[config.mk]
export PLATFORM = sky130hd
export DESIGN_NAME = ifs_input_function_selector
export DESIGN_NICKNAME = d
export VERILOG_FILES = /design/src/logic/ifs_pkg.sv /design/src/logic/ifs_input_function_selector.sv
export SDC_FILE = /design/constraint.sdc
export NUM_CORES = 1
export LEC_CHECK = 0
export ABC_AREA = 1
export BUFFER_PORTS_ARGS = -buffer_cell sky130_fd_sc_hd__buf_4
export CAP_MARGIN = 20
export CORE_MARGIN = 4
export CORE_UTILIZATION = 30
export CTS_CLUSTER_DIAMETER = 100
export DETAILED_ROUTE_END_ITERATION = 16
export RECOVER_POWER = 100
export SYNTH_ARGS = -nofsm -noshare
export SYNTH_HDL_FRONTEND = slang
export SYNTH_SLANG_ARGS = --single-unit
[constraint.sdc]
create_clock -name ref_clk -period 3.8 [get_ports ref_clk]
set_input_delay 0.76 -clock ref_clk [delete_from_list [all_inputs] [get_ports ref_clk]]
set_output_delay 0.76 -clock ref_clk [all_outputs]
set_load 0.01 [all_outputs]
[src/logic/ifs_pkg.sv]
// Constants and types of the digital input function selector
//==================================================================
// How it works
// - Every digital input has its own selector register choosing one function.
// - An active override input moves the control location to wired inputs.
// - Entering override also switches the reference source to the override source.
// - Override state is reported on the field bus status flag output.
// - Override is refused while power stage active or manual window active.
// - In override, start is ignored when auto start kind is level (1).
// - Leaving override stops motor control.
// - Override reference source decodes 0 to 11; 4 and above 11 undefined.
// - Safe and power stage enable inputs are fixed, never selectable.
// - Touchprobe works only on the two fast inputs.
// - Selector values -5 to -1 mark the input for analog use.
// - Code 0 no function, 1 start, 2 negate reference.
// - Code 3 quick-stop, input active low.
// - Code 4 halts movement while the input is active.
// - Codes 5 and 6 evaluate positive and negative limit switches.
package ifs_pkg;

  //==================================================================
  // Sizes
  localparam int IFS_NUM_IN = 7;
  localparam int IFS_FAST_A_IDX = 5;
  localparam int IFS_FAST_B_IDX = 6;

  //==================================================================
  // Register offsets
  localparam logic [7:0] IFS_OFF_SEL0 = 8'h00;
  localparam logic [7:0] IFS_OFF_REF_CFG = 8'h20;
  localparam logic [7:0] IFS_OFF_STATUS = 8'h24;

  //==================================================================
  // Reference configuration fields
  localparam int IFS_CFG_OVR_REF_LSB = 0;
  localparam int IFS_CFG_NORM_REF_LSB = 4;
  localparam int IFS_CFG_NORM_TERM_BIT = 8;
  localparam int IFS_CFG_AUTO_LSB = 9;
  localparam logic [10:0] IFS_CFG_RESET = 11'h000;
  localparam logic [7:0] IFS_SEL_RESET = 8'h00;

  //==================================================================
  // Status fields
  localparam int IFS_ST_OVR_BIT = 0;
  localparam int IFS_ST_TERM_BIT = 1;
  localparam int IFS_ST_REF_LSB = 2;
  localparam int IFS_ST_VALID_BIT = 6;
  localparam int IFS_ST_ARMED_BIT = 7;
  localparam int IFS_ST_IN_LSB = 8;
  localparam int IFS_ST_ANA_LSB = 16;

  //==================================================================
  // Function codes
  localparam logic [7:0] IFS_FN_OFF = 8'h00;
  localparam logic [7:0] IFS_FN_START = 8'h01;
  localparam logic [7:0] IFS_FN_NEGATE = 8'h02;
  localparam logic [7:0] IFS_FN_QSTOP = 8'h03;
  localparam logic [7:0] IFS_FN_HALT = 8'h04;
  localparam logic [7:0] IFS_FN_LIM_POS = 8'h05;
  localparam logic [7:0] IFS_FN_LIM_NEG = 8'h06;
  localparam logic [7:0] IFS_FN_OVERRIDE = 8'h0E;
  localparam logic [7:0] IFS_FN_PROBE = 8'h0F;
  localparam logic [7:0] IFS_FN_ANA_LOW = 8'hFB;

  //==================================================================
  // Reference sources and start trigger kinds
  localparam logic [3:0] IFS_REF_NONE = 4'h0;
  localparam logic [3:0] IFS_REF_UNDEF = 4'h4;
  localparam logic [3:0] IFS_REF_LAST = 4'hB;
  localparam logic [1:0] IFS_AUTO_LEVEL = 2'h1;

  //==================================================================
  // Types
  typedef enum logic [1:0] {
    IFS_NORMAL = 2'b00,
    IFS_OVR_WAIT = 2'b01,
    IFS_OVR_RUN = 2'b11
  } ifs_state_e;

  typedef struct packed {
    logic start;
    logic negate;
    logic quick_stop;
    logic halt;
    logic limit_pos;
    logic limit_neg;
    logic probe_a;
    logic probe_b;
  } ifs_func_s;

endpackage
[src/logic/ifs_input_function_selector.sv]
// Digital input function selector with local override control
//
// Decided for this implementation: the APB slave port and the address map.
`timescale 1ns/10ps
`default_nettype none
module ifs_input_function_selector
  import ifs_pkg::*;
#(
  parameter int NUM_IN = IFS_NUM_IN
) (
  // Clock and reset
  input wire logic ref_clk,
  input wire logic rst,
  // APB slave
  input wire logic psel,
  input wire logic penable,
  input wire logic pwrite,
  input wire logic [7:0] paddr,
  input wire logic [31:0] pwdata,
  output logic [31:0] prdata,
  output logic pready,
  output logic pslverr,
  // Input pins
  input wire logic [NUM_IN-1:0] digital_input,
  input wire logic safe_hw_enable_input,
  input wire logic power_stage_enable_input,
  // Drive state
  input wire logic power_stage_active,
  input wire logic manual_window_active,
  // Functions to motion control
  output ifs_func_s func,
  output logic hw_enable,
  output logic [NUM_IN-1:0] analog_use,
  // Override and reference selection
  output logic local_override_mode,
  output logic fieldbus_override_flag,
  output logic control_location_term,
  output logic [3:0] active_ref_source,
  output logic ref_source_valid,
  output logic motor_stop
);

  //==================================================================
  // Decode helpers
  typedef enum logic [1:0] {
    IFS_A_SEL = 2'b00,
    IFS_A_CFG = 2'b01,
    IFS_A_STATUS = 2'b11,
    IFS_A_NONE = 2'b10
  } ifs_addr_e;

  function automatic ifs_addr_e addr_kind(input logic [7:0] a);
    if (a[1:0] != 2'b00) begin
      addr_kind = IFS_A_NONE;
    end else if (a >= IFS_OFF_SEL0 && a < IFS_OFF_SEL0 + 8'(NUM_IN * 4)) begin
      addr_kind = IFS_A_SEL;
    end else if (a == IFS_OFF_REF_CFG) begin
      addr_kind = IFS_A_CFG;
    end else if (a == IFS_OFF_STATUS) begin
      addr_kind = IFS_A_STATUS;
    end else begin
      addr_kind = IFS_A_NONE;
    end
  endfunction

  // Effective function of one input, unusable settings become no function
  function automatic logic [7:0] fn_effective(input logic [7:0] sel, input int idx);
    case (sel)
      IFS_FN_START, IFS_FN_NEGATE, IFS_FN_QSTOP, IFS_FN_HALT,
      IFS_FN_LIM_POS, IFS_FN_LIM_NEG, IFS_FN_OVERRIDE: begin
        fn_effective = sel;
      end
      IFS_FN_PROBE: begin
        fn_effective = (idx == IFS_FAST_A_IDX || idx == IFS_FAST_B_IDX) ?
          sel : IFS_FN_OFF;
      end
      default: begin
        fn_effective = IFS_FN_OFF;
      end
    endcase
  endfunction

  function automatic logic ref_valid(input logic [3:0] r);
    ref_valid = (r != IFS_REF_UNDEF) && (r <= IFS_REF_LAST);
  endfunction

  //==================================================================
  // Pin synchronisers
  logic [NUM_IN+1:0] pin_meta;
  logic [NUM_IN+1:0] pin_sync;
  logic [NUM_IN-1:0] in_s;

  always_ff @(posedge ref_clk) begin
    if (rst) begin
      pin_meta <= '0;
      pin_sync <= '0;
    end else begin
      pin_meta <= {power_stage_enable_input, safe_hw_enable_input, digital_input};
      pin_sync <= pin_meta;
    end
  end

  assign in_s = pin_sync[NUM_IN-1:0];

  //==================================================================
  // Register file
  logic [7:0] sel_reg [NUM_IN];
  logic [7:0] next_sel_reg [NUM_IN];
  logic [10:0] ref_cfg;
  logic [10:0] next_ref_cfg;
  logic [31:0] next_prdata;
  logic next_pslverr;
  logic [31:0] status_word;
  ifs_addr_e akind;
  int sel_idx;

  assign akind = addr_kind(paddr);
  assign sel_idx = int'(paddr[7:2]);
  assign pready = psel & penable;

  always_comb begin
    next_ref_cfg = ref_cfg;
    next_prdata = prdata;
    next_pslverr = pslverr;
    for (int i = 0; i < NUM_IN; i++) begin
      next_sel_reg[i] = sel_reg[i];
    end
    if (psel && !penable) begin
      next_pslverr = (akind == IFS_A_NONE) || (pwrite && akind == IFS_A_STATUS);
      case (akind)
        IFS_A_SEL: next_prdata = {24'h000000, sel_reg[sel_idx]};
        IFS_A_CFG: next_prdata = {21'h000000, ref_cfg};
        IFS_A_STATUS: next_prdata = status_word;
        default: next_prdata = 32'h00000000;
      endcase
    end
    if (psel && penable && pwrite) begin
      case (akind)
        IFS_A_SEL: next_sel_reg[sel_idx] = pwdata[7:0];
        IFS_A_CFG: next_ref_cfg = pwdata[10:0];
        default: ;
      endcase
    end
  end

  always_ff @(posedge ref_clk) begin
    if (rst) begin
      ref_cfg <= IFS_CFG_RESET;
      prdata <= 32'h00000000;
      pslverr <= 1'b0;
      for (int i = 0; i < NUM_IN; i++) begin
        sel_reg[i] <= IFS_SEL_RESET;
      end
    end else begin
      ref_cfg <= next_ref_cfg;
      prdata <= next_prdata;
      pslverr <= next_pslverr;
      for (int i = 0; i < NUM_IN; i++) begin
        sel_reg[i] <= next_sel_reg[i];
      end
    end
  end

  logic [3:0] ovr_ref_src;
  logic [3:0] norm_ref_src;
  logic norm_term;
  logic [1:0] auto_kind;

  assign ovr_ref_src = ref_cfg[IFS_CFG_OVR_REF_LSB +: 4];
  assign norm_ref_src = ref_cfg[IFS_CFG_NORM_REF_LSB +: 4];
  assign norm_term = ref_cfg[IFS_CFG_NORM_TERM_BIT];
  assign auto_kind = ref_cfg[IFS_CFG_AUTO_LSB +: 2];

  //==================================================================
  // Function mapping
  ifs_func_s raw_func;
  logic ovr_req;
  logic [NUM_IN-1:0] ana_flags;
  logic [7:0] code [NUM_IN];

  generate
    for (genvar g = 0; g < NUM_IN; g++) begin : g_in
      assign code[g] = fn_effective(sel_reg[g], g);
      assign ana_flags[g] = $signed(sel_reg[g]) >= $signed(IFS_FN_ANA_LOW) &&
        $signed(sel_reg[g]) < 0;
    end
  endgenerate

  always_comb begin
    raw_func = '0;
    ovr_req = 1'b0;
    raw_func.quick_stop = 1'b0;
    for (int i = 0; i < NUM_IN; i++) begin
      case (code[i])
        IFS_FN_START: raw_func.start |= in_s[i];
        IFS_FN_NEGATE: raw_func.negate |= in_s[i];
        IFS_FN_QSTOP: raw_func.quick_stop |= ~in_s[i];
        IFS_FN_HALT: raw_func.halt |= in_s[i];
        IFS_FN_LIM_POS: raw_func.limit_pos |= in_s[i];
        IFS_FN_LIM_NEG: raw_func.limit_neg |= in_s[i];
        IFS_FN_OVERRIDE: ovr_req |= in_s[i];
        IFS_FN_PROBE: begin
          if (i == IFS_FAST_A_IDX) begin
            raw_func.probe_a = in_s[i];
          end else begin
            raw_func.probe_b = in_s[i];
          end
        end
        default: ;
      endcase
    end
  end

  //==================================================================
  // Override state machine
  ifs_state_e state;
  ifs_state_e next_state;
  ifs_func_s next_func;
  logic next_motor_stop;
  logic next_term;
  logic [3:0] next_ref;
  logic next_hw_enable;
  logic [NUM_IN-1:0] next_analog_use;

  always_comb begin
    next_state = state;
    next_motor_stop = 1'b0;
    case (state)
      IFS_NORMAL: begin
        if (ovr_req && !power_stage_active && !manual_window_active) begin
          next_state = IFS_OVR_WAIT;
        end
      end
      IFS_OVR_WAIT: begin
        if (!ovr_req) begin
          next_state = IFS_NORMAL;
          next_motor_stop = 1'b1;
        end else if (!raw_func.start) begin
          next_state = IFS_OVR_RUN;
        end
      end
      IFS_OVR_RUN: begin
        if (!ovr_req) begin
          next_state = IFS_NORMAL;
          next_motor_stop = 1'b1;
        end
      end
      default: next_state = IFS_NORMAL;
    endcase
    next_func = raw_func;
    // Entry cycle included, so no start leaks out while override begins
    if (state != IFS_NORMAL || next_state != IFS_NORMAL) begin
      // Start from wired input only, armed, and not level triggered
      next_func.start = raw_func.start && state == IFS_OVR_RUN &&
        next_state == IFS_OVR_RUN && auto_kind != IFS_AUTO_LEVEL;
    end
    if (next_state != IFS_NORMAL) begin
      next_term = 1'b1;
      next_ref = ovr_ref_src;
    end else begin
      next_term = norm_term;
      next_ref = norm_ref_src;
    end
    next_hw_enable = pin_sync[NUM_IN] & pin_sync[NUM_IN+1];
    next_analog_use = ana_flags;
  end

  always_ff @(posedge ref_clk) begin
    if (rst) begin
      state <= IFS_NORMAL;
      func <= '0;
      motor_stop <= 1'b0;
      control_location_term <= 1'b0;
      active_ref_source <= IFS_REF_NONE;
      hw_enable <= 1'b0;
      analog_use <= '0;
    end else begin
      state <= next_state;
      func <= next_func;
      motor_stop <= next_motor_stop;
      control_location_term <= next_term;
      active_ref_source <= next_ref;
      hw_enable <= next_hw_enable;
      analog_use <= next_analog_use;
    end
  end

  assign local_override_mode = state != IFS_NORMAL;
  assign fieldbus_override_flag = local_override_mode;
  assign ref_source_valid = ref_valid(active_ref_source);

  //==================================================================
  // Status word
  always_comb begin
    status_word = 32'h00000000;
    status_word[IFS_ST_OVR_BIT] = local_override_mode;
    status_word[IFS_ST_TERM_BIT] = control_location_term;
    status_word[IFS_ST_REF_LSB +: 4] = active_ref_source;
    status_word[IFS_ST_VALID_BIT] = ref_source_valid;
    status_word[IFS_ST_ARMED_BIT] = state == IFS_OVR_RUN;
    status_word[IFS_ST_IN_LSB +: NUM_IN] = in_s;
    status_word[IFS_ST_ANA_LSB +: NUM_IN] = analog_use;
  end

endmodule // ifs_input_function_selector
`default_nettype wire

* Word-level counts from Yosys, hierarchy flattened
Memory sizes are Yosys's and may differ from the RTL's. Index checks and enable logic that the tools add are counted. W data, S select, Z words.
Operators by class: multiplexer cells 91, reduce and logical (&&, ||, !) cells 40, order comparisons 19, bitwise logic cells 61, eq/ne operators 117
Operators by type and width (count):
- $eq A8 B3 Y1 const B | 42
- $eq A8 B2 Y1 const B | 28
- $eq A8 B4 Y1 const B | 23
- $mux W8 | 15
- $eq A8 B1 Y1 const B | 14
- $mux W56 | 2
- $pmux W23 S3 | 1
- $mux W1 | 62
- $bwmux W56 | 1
- $ge A8 B4 Y1 const B | 7
- $lt A8 B1 Y1 const B | 7
- $or A1 B1 Y1 | 49
- $reduce_or A7 Y1 | 5
- $ge A32 B4 Y1 const B | 1
- $lt A32 B1 Y1 const B | 1
- $not A6 Y32 | 1
- $demux W8 S3 | 1
- $logic_and A1 B1 Y1 | 19
- $eq A8 B6 Y1 const B | 2
- $reduce_or A8 Y1 | 2
- $mux W2 | 7
- $not A1 Y1 | 9
- $eq A2 B2 Y1 const B | 4
- $ge A8 B1 Y1 const B | 1
- 14 further kinds | 24
Word-level totals: memories kept 1, bits in registers 86, output and inout bits 59, bits of input ports 56, memory bits (writable) 56
Memory list:
- sel_reg | words 7, bits a word 8, rd ports 8, clocked after memory_dff 0, write ports 7, RTL line ifs_input_function_selector.sv:107 | logic [7:0] sel_reg [NUM_IN];

* Longest topological paths before layout
An unclocked memory read counts as a cell.
depth after elaboration 26, depth in mapped cells 14, depth with buffers taken out 14

* Worst setup path before layout
OpenSTA, ideal clock, no wires.
path kind input -> register, from input paddr[4], to memory sel_reg[3][0], setup slack 1.674 ns, data arrival time 1.984 ns, path buffers 1, cell stages on the path 11, setup time 0.141 ns, cells stage by stage buf_4 nor2_8 nand4_4 nor2_4 o21ai_2 inv_2 nand3_4 nor2_4 inv_1 nand2_1 a21oi_1
RTL lines:
- start: declaration | RTL line ifs_input_function_selector.sv:18 | input wire logic [7:0] paddr,
- end: declaration | RTL line ifs_input_function_selector.sv:107

==> results.sh <==
export IMPL_status="completed"
export IMPL_port_buffers=83
export IMPL_rsz0062_at_grt="false"
export IMPL_synth_most_common_cell="nand2_1"
export IMPL_ys_warn_count=0
export IMPL_fin_tns_setup_ps=0
export IMPL_synthTopCellsByArea="dfxtp_1 41%, nand2_1 11%, nor2_1 11%"
export IMPL_num_nets_final=1085
export IMPL_yosysTopAreaCell="dfxtp_1"
export IMPL_gp_congestion=0.975
export IMPL_antenna_found_initial=0
export IMPL_worst_pin_slew_ps=1470
export IMPL_mappedNetlistArea_um2=6480
export IMPL_maxCapViolCount=0
export IMPL_gr_total_overflow=0
export IMPL_cpPeakStageDelay_ps=740
export IMPL_grt_pass1_vias=5824
export IMPL_chipWidth_um=155
export IMPL_fmax_mhz=346
export IMPL_synth_ff_latch_count=132
export IMPL_cts_hold_buf=0
export IMPL_maxSlewViolCount=0
export IMPL_ant_nets=0
export IMPL_cts_buffers=17
export IMPL_die_area_um2=24000
export IMPL_setup_viol=0
export IMPL_cts_buffer_depth=2
export IMPL_finalInstanceArea_um2=7620
export IMPL_clock_sinks=132
export IMPL_crit_type="in -> reg"
export IMPL_fillers=2298
export IMPL_synthArstFlopShare_pct=0
export IMPL_dpl_hpwl_um=16000
export IMPL_core_um2=21200
export IMPL_fp_dieH_um=155
export IMPL_crit_arrival_ps=3130
export IMPL_clock_skew_ps=7.20
export IMPL_path_delay_family="simple AND/OR/NAND/NOR gates"
export IMPL_ys_types=37
export IMPL_vias=6479
export IMPL_synth_edff_count=0
export IMPL_synth_yosys_seq_area_share_pct=40.8
export IMPL_synth_top_area_share_pct=40.8
export IMPL_min_path_type="reg -> reg"
export IMPL_clock_latency_ps=430
export IMPL_drive_gt1_share_pct=8.46
export IMPL_startpoint_type="input pin"
export IMPL_core_rowCount=53
export IMPL_drt_total_wl_um=21700
export IMPL_p_per_area_nw_per_um2=409
export IMPL_synth_avg_cell_area_um2=6.81
export IMPL_post_cts_buffers=0
export IMPL_crit_required_ps=4040
export IMPL_path_clk_slew_ps=60
export IMPL_p_leak_nw=2.91
export IMPL_drtIter0Drc=652
export IMPL_max_slew_margin_rel_pct=2.31
export IMPL_period_minus_slack_ps=2890
export IMPL_viasPerCell=4.93
export IMPL_ys_flop_type="dfxtp_1"
export IMPL_grt_usage_pct=17.8
export IMPL_area_growth_pct=17.6
export IMPL_drcViolationCount=0
export IMPL_postPlaceCellArea_um2=7320
export IMPL_worstPathCellList="buf_4 > nor2_8 > nand4_4 > nor2_1 > o21ai_0 > clkinv_1 > nand3_4 > nor2_4 > inv_1 > nand2_1 > a21oi_1"
export IMPL_largest_register_ffs=56
export IMPL_ir_drop_uv=213
export IMPL_routedWlPerCell_um=16.5
export IMPL_htree_num_levels=4
export IMPL_ioPinCount=115
export IMPL_start_util_pct=30.6
export IMPL_synth_common_cells="183 x nand2_1, 182 x nor2_1, 132 x dfxtp_1, 93 x inv_1, 79 x o21ai_0"
export IMPL_synthCells=951
export IMPL_diodes=0
export IMPL_firstDrtPassIters=5
export IMPL_crit_fanout=15
export IMPL_grt_start_max_net_pins=41
export IMPL_grt_pass1_wl_um=33100
export IMPL_critPathBufInv=3
export IMPL_post_route_period_util_pct=76.1
export IMPL_root_buffer="clkbuf_16"
export IMPL_cp_slowest_cell="nor2_1"
export IMPL_end_kind="register"
export IMPL_hold_viol=0
export IMPL_cts_tree="yes"
export IMPL_cts_resized=0
## path summary, 6_finish.rpt
path / from / endpoint / slack (ps) / depth (start not counted)
max: paddr[3] / sel_reg[3][6] / 910 / 11
min: pin_meta[1] / pin_sync[1] / 400 / 2
max reg2reg: sel_reg[2][0] / active_ref_source[2] / 1720 / 12
min reg2reg: pin_meta[1] / pin_sync[1] / 400 / 2
## stage by stage
stage	power [mW]	hold WS, ps	setup WS (ps)	utilization [%]	instances
final	3.11	400	909	36.0	1315
after global routing	3.21	418	744	36.0	1315
after CTS	3.15	404	1560	37.2	1315
after detailed placement	1.61	393	1120	34.6	1285
after global placement	1.61	393	1150	34.6	1285
after floorplan	1.53	388	1670	-	960
## placed cells by master, fill, tap and decap left out, types with 3 or more instances in the layout
master      count
a31oi_1         3
nor3_1         15
conb_1         10
nor2_1        184
o2111ai_1       8
clkinv_2        4
nand2_1       185
a21oi_2         3
clkinvlp_4      3
nor4_1          9
a2111oi_0       6
clkbuf_1       56
buf_4          35
nand2_4         6
o211ai_1       22
o21ai_0        80
a21oi_1        66
nand2_2         7
inv_1          97
clkbuf_16      17
nand4_1        21
nand3_1        49
dfxtp_1       132
## routing by layer
metal | up-vias | track usage (%) | part of all wire [%]
li1 | 3274 | - | -
met1 | 2962 | 25.1 | 47
met2 | 214 | 27.4 | 44
met5 | - | 0 | 0
met4 | 0 | 5.89 | 2.0
met3 | 29 | 3.37 | 6.8
## worst register-to-register path, stage by stage, from the launching register on
cell	delay [ps]
dfxtp_1	420
inv_1	120
nand2_1	90
o21ai_0	80
nand2_1	80
nand2_1	120
nand3_1	120
nand2_1	70
nor2_1	230
inv_1	180
nand2_1	260
nand2_1	90
a21oi_1	130
## power breakdown
group	switching, mW	internal (mW)
Clock	0.612	0.922
Combinational	0.123	0.0508
Sequential	0.00842	1.40
Total	0.744	2.37
## cell families after synthesis
group | share of synthesized area, %
DFF | 40.8
other | 0.0579
buffers and inverters | 9.48
and+or+nand+nor | 32.4
AOI/OAI and AO/OA | 17.3
## final cells by class
| cell class | instances | area [um^2] | share of cell area, % |
|---|---|---|---|
| multi-input combinational | 684 | 3220 | 42.2 |
| sequential | 132 | 2640 | 34.7 |
| timing repair buffer | 90 | 469 | 6.16 |
| clock buffer | 21 | 460 | 6.04 |
| inverter | 104 | 403 | 5.29 |
| tap | 275 | 344 | 4.52 |
| clock inverter | 9 | 81.3 | 1.07 |
Power figures use the tool's default switching activity.
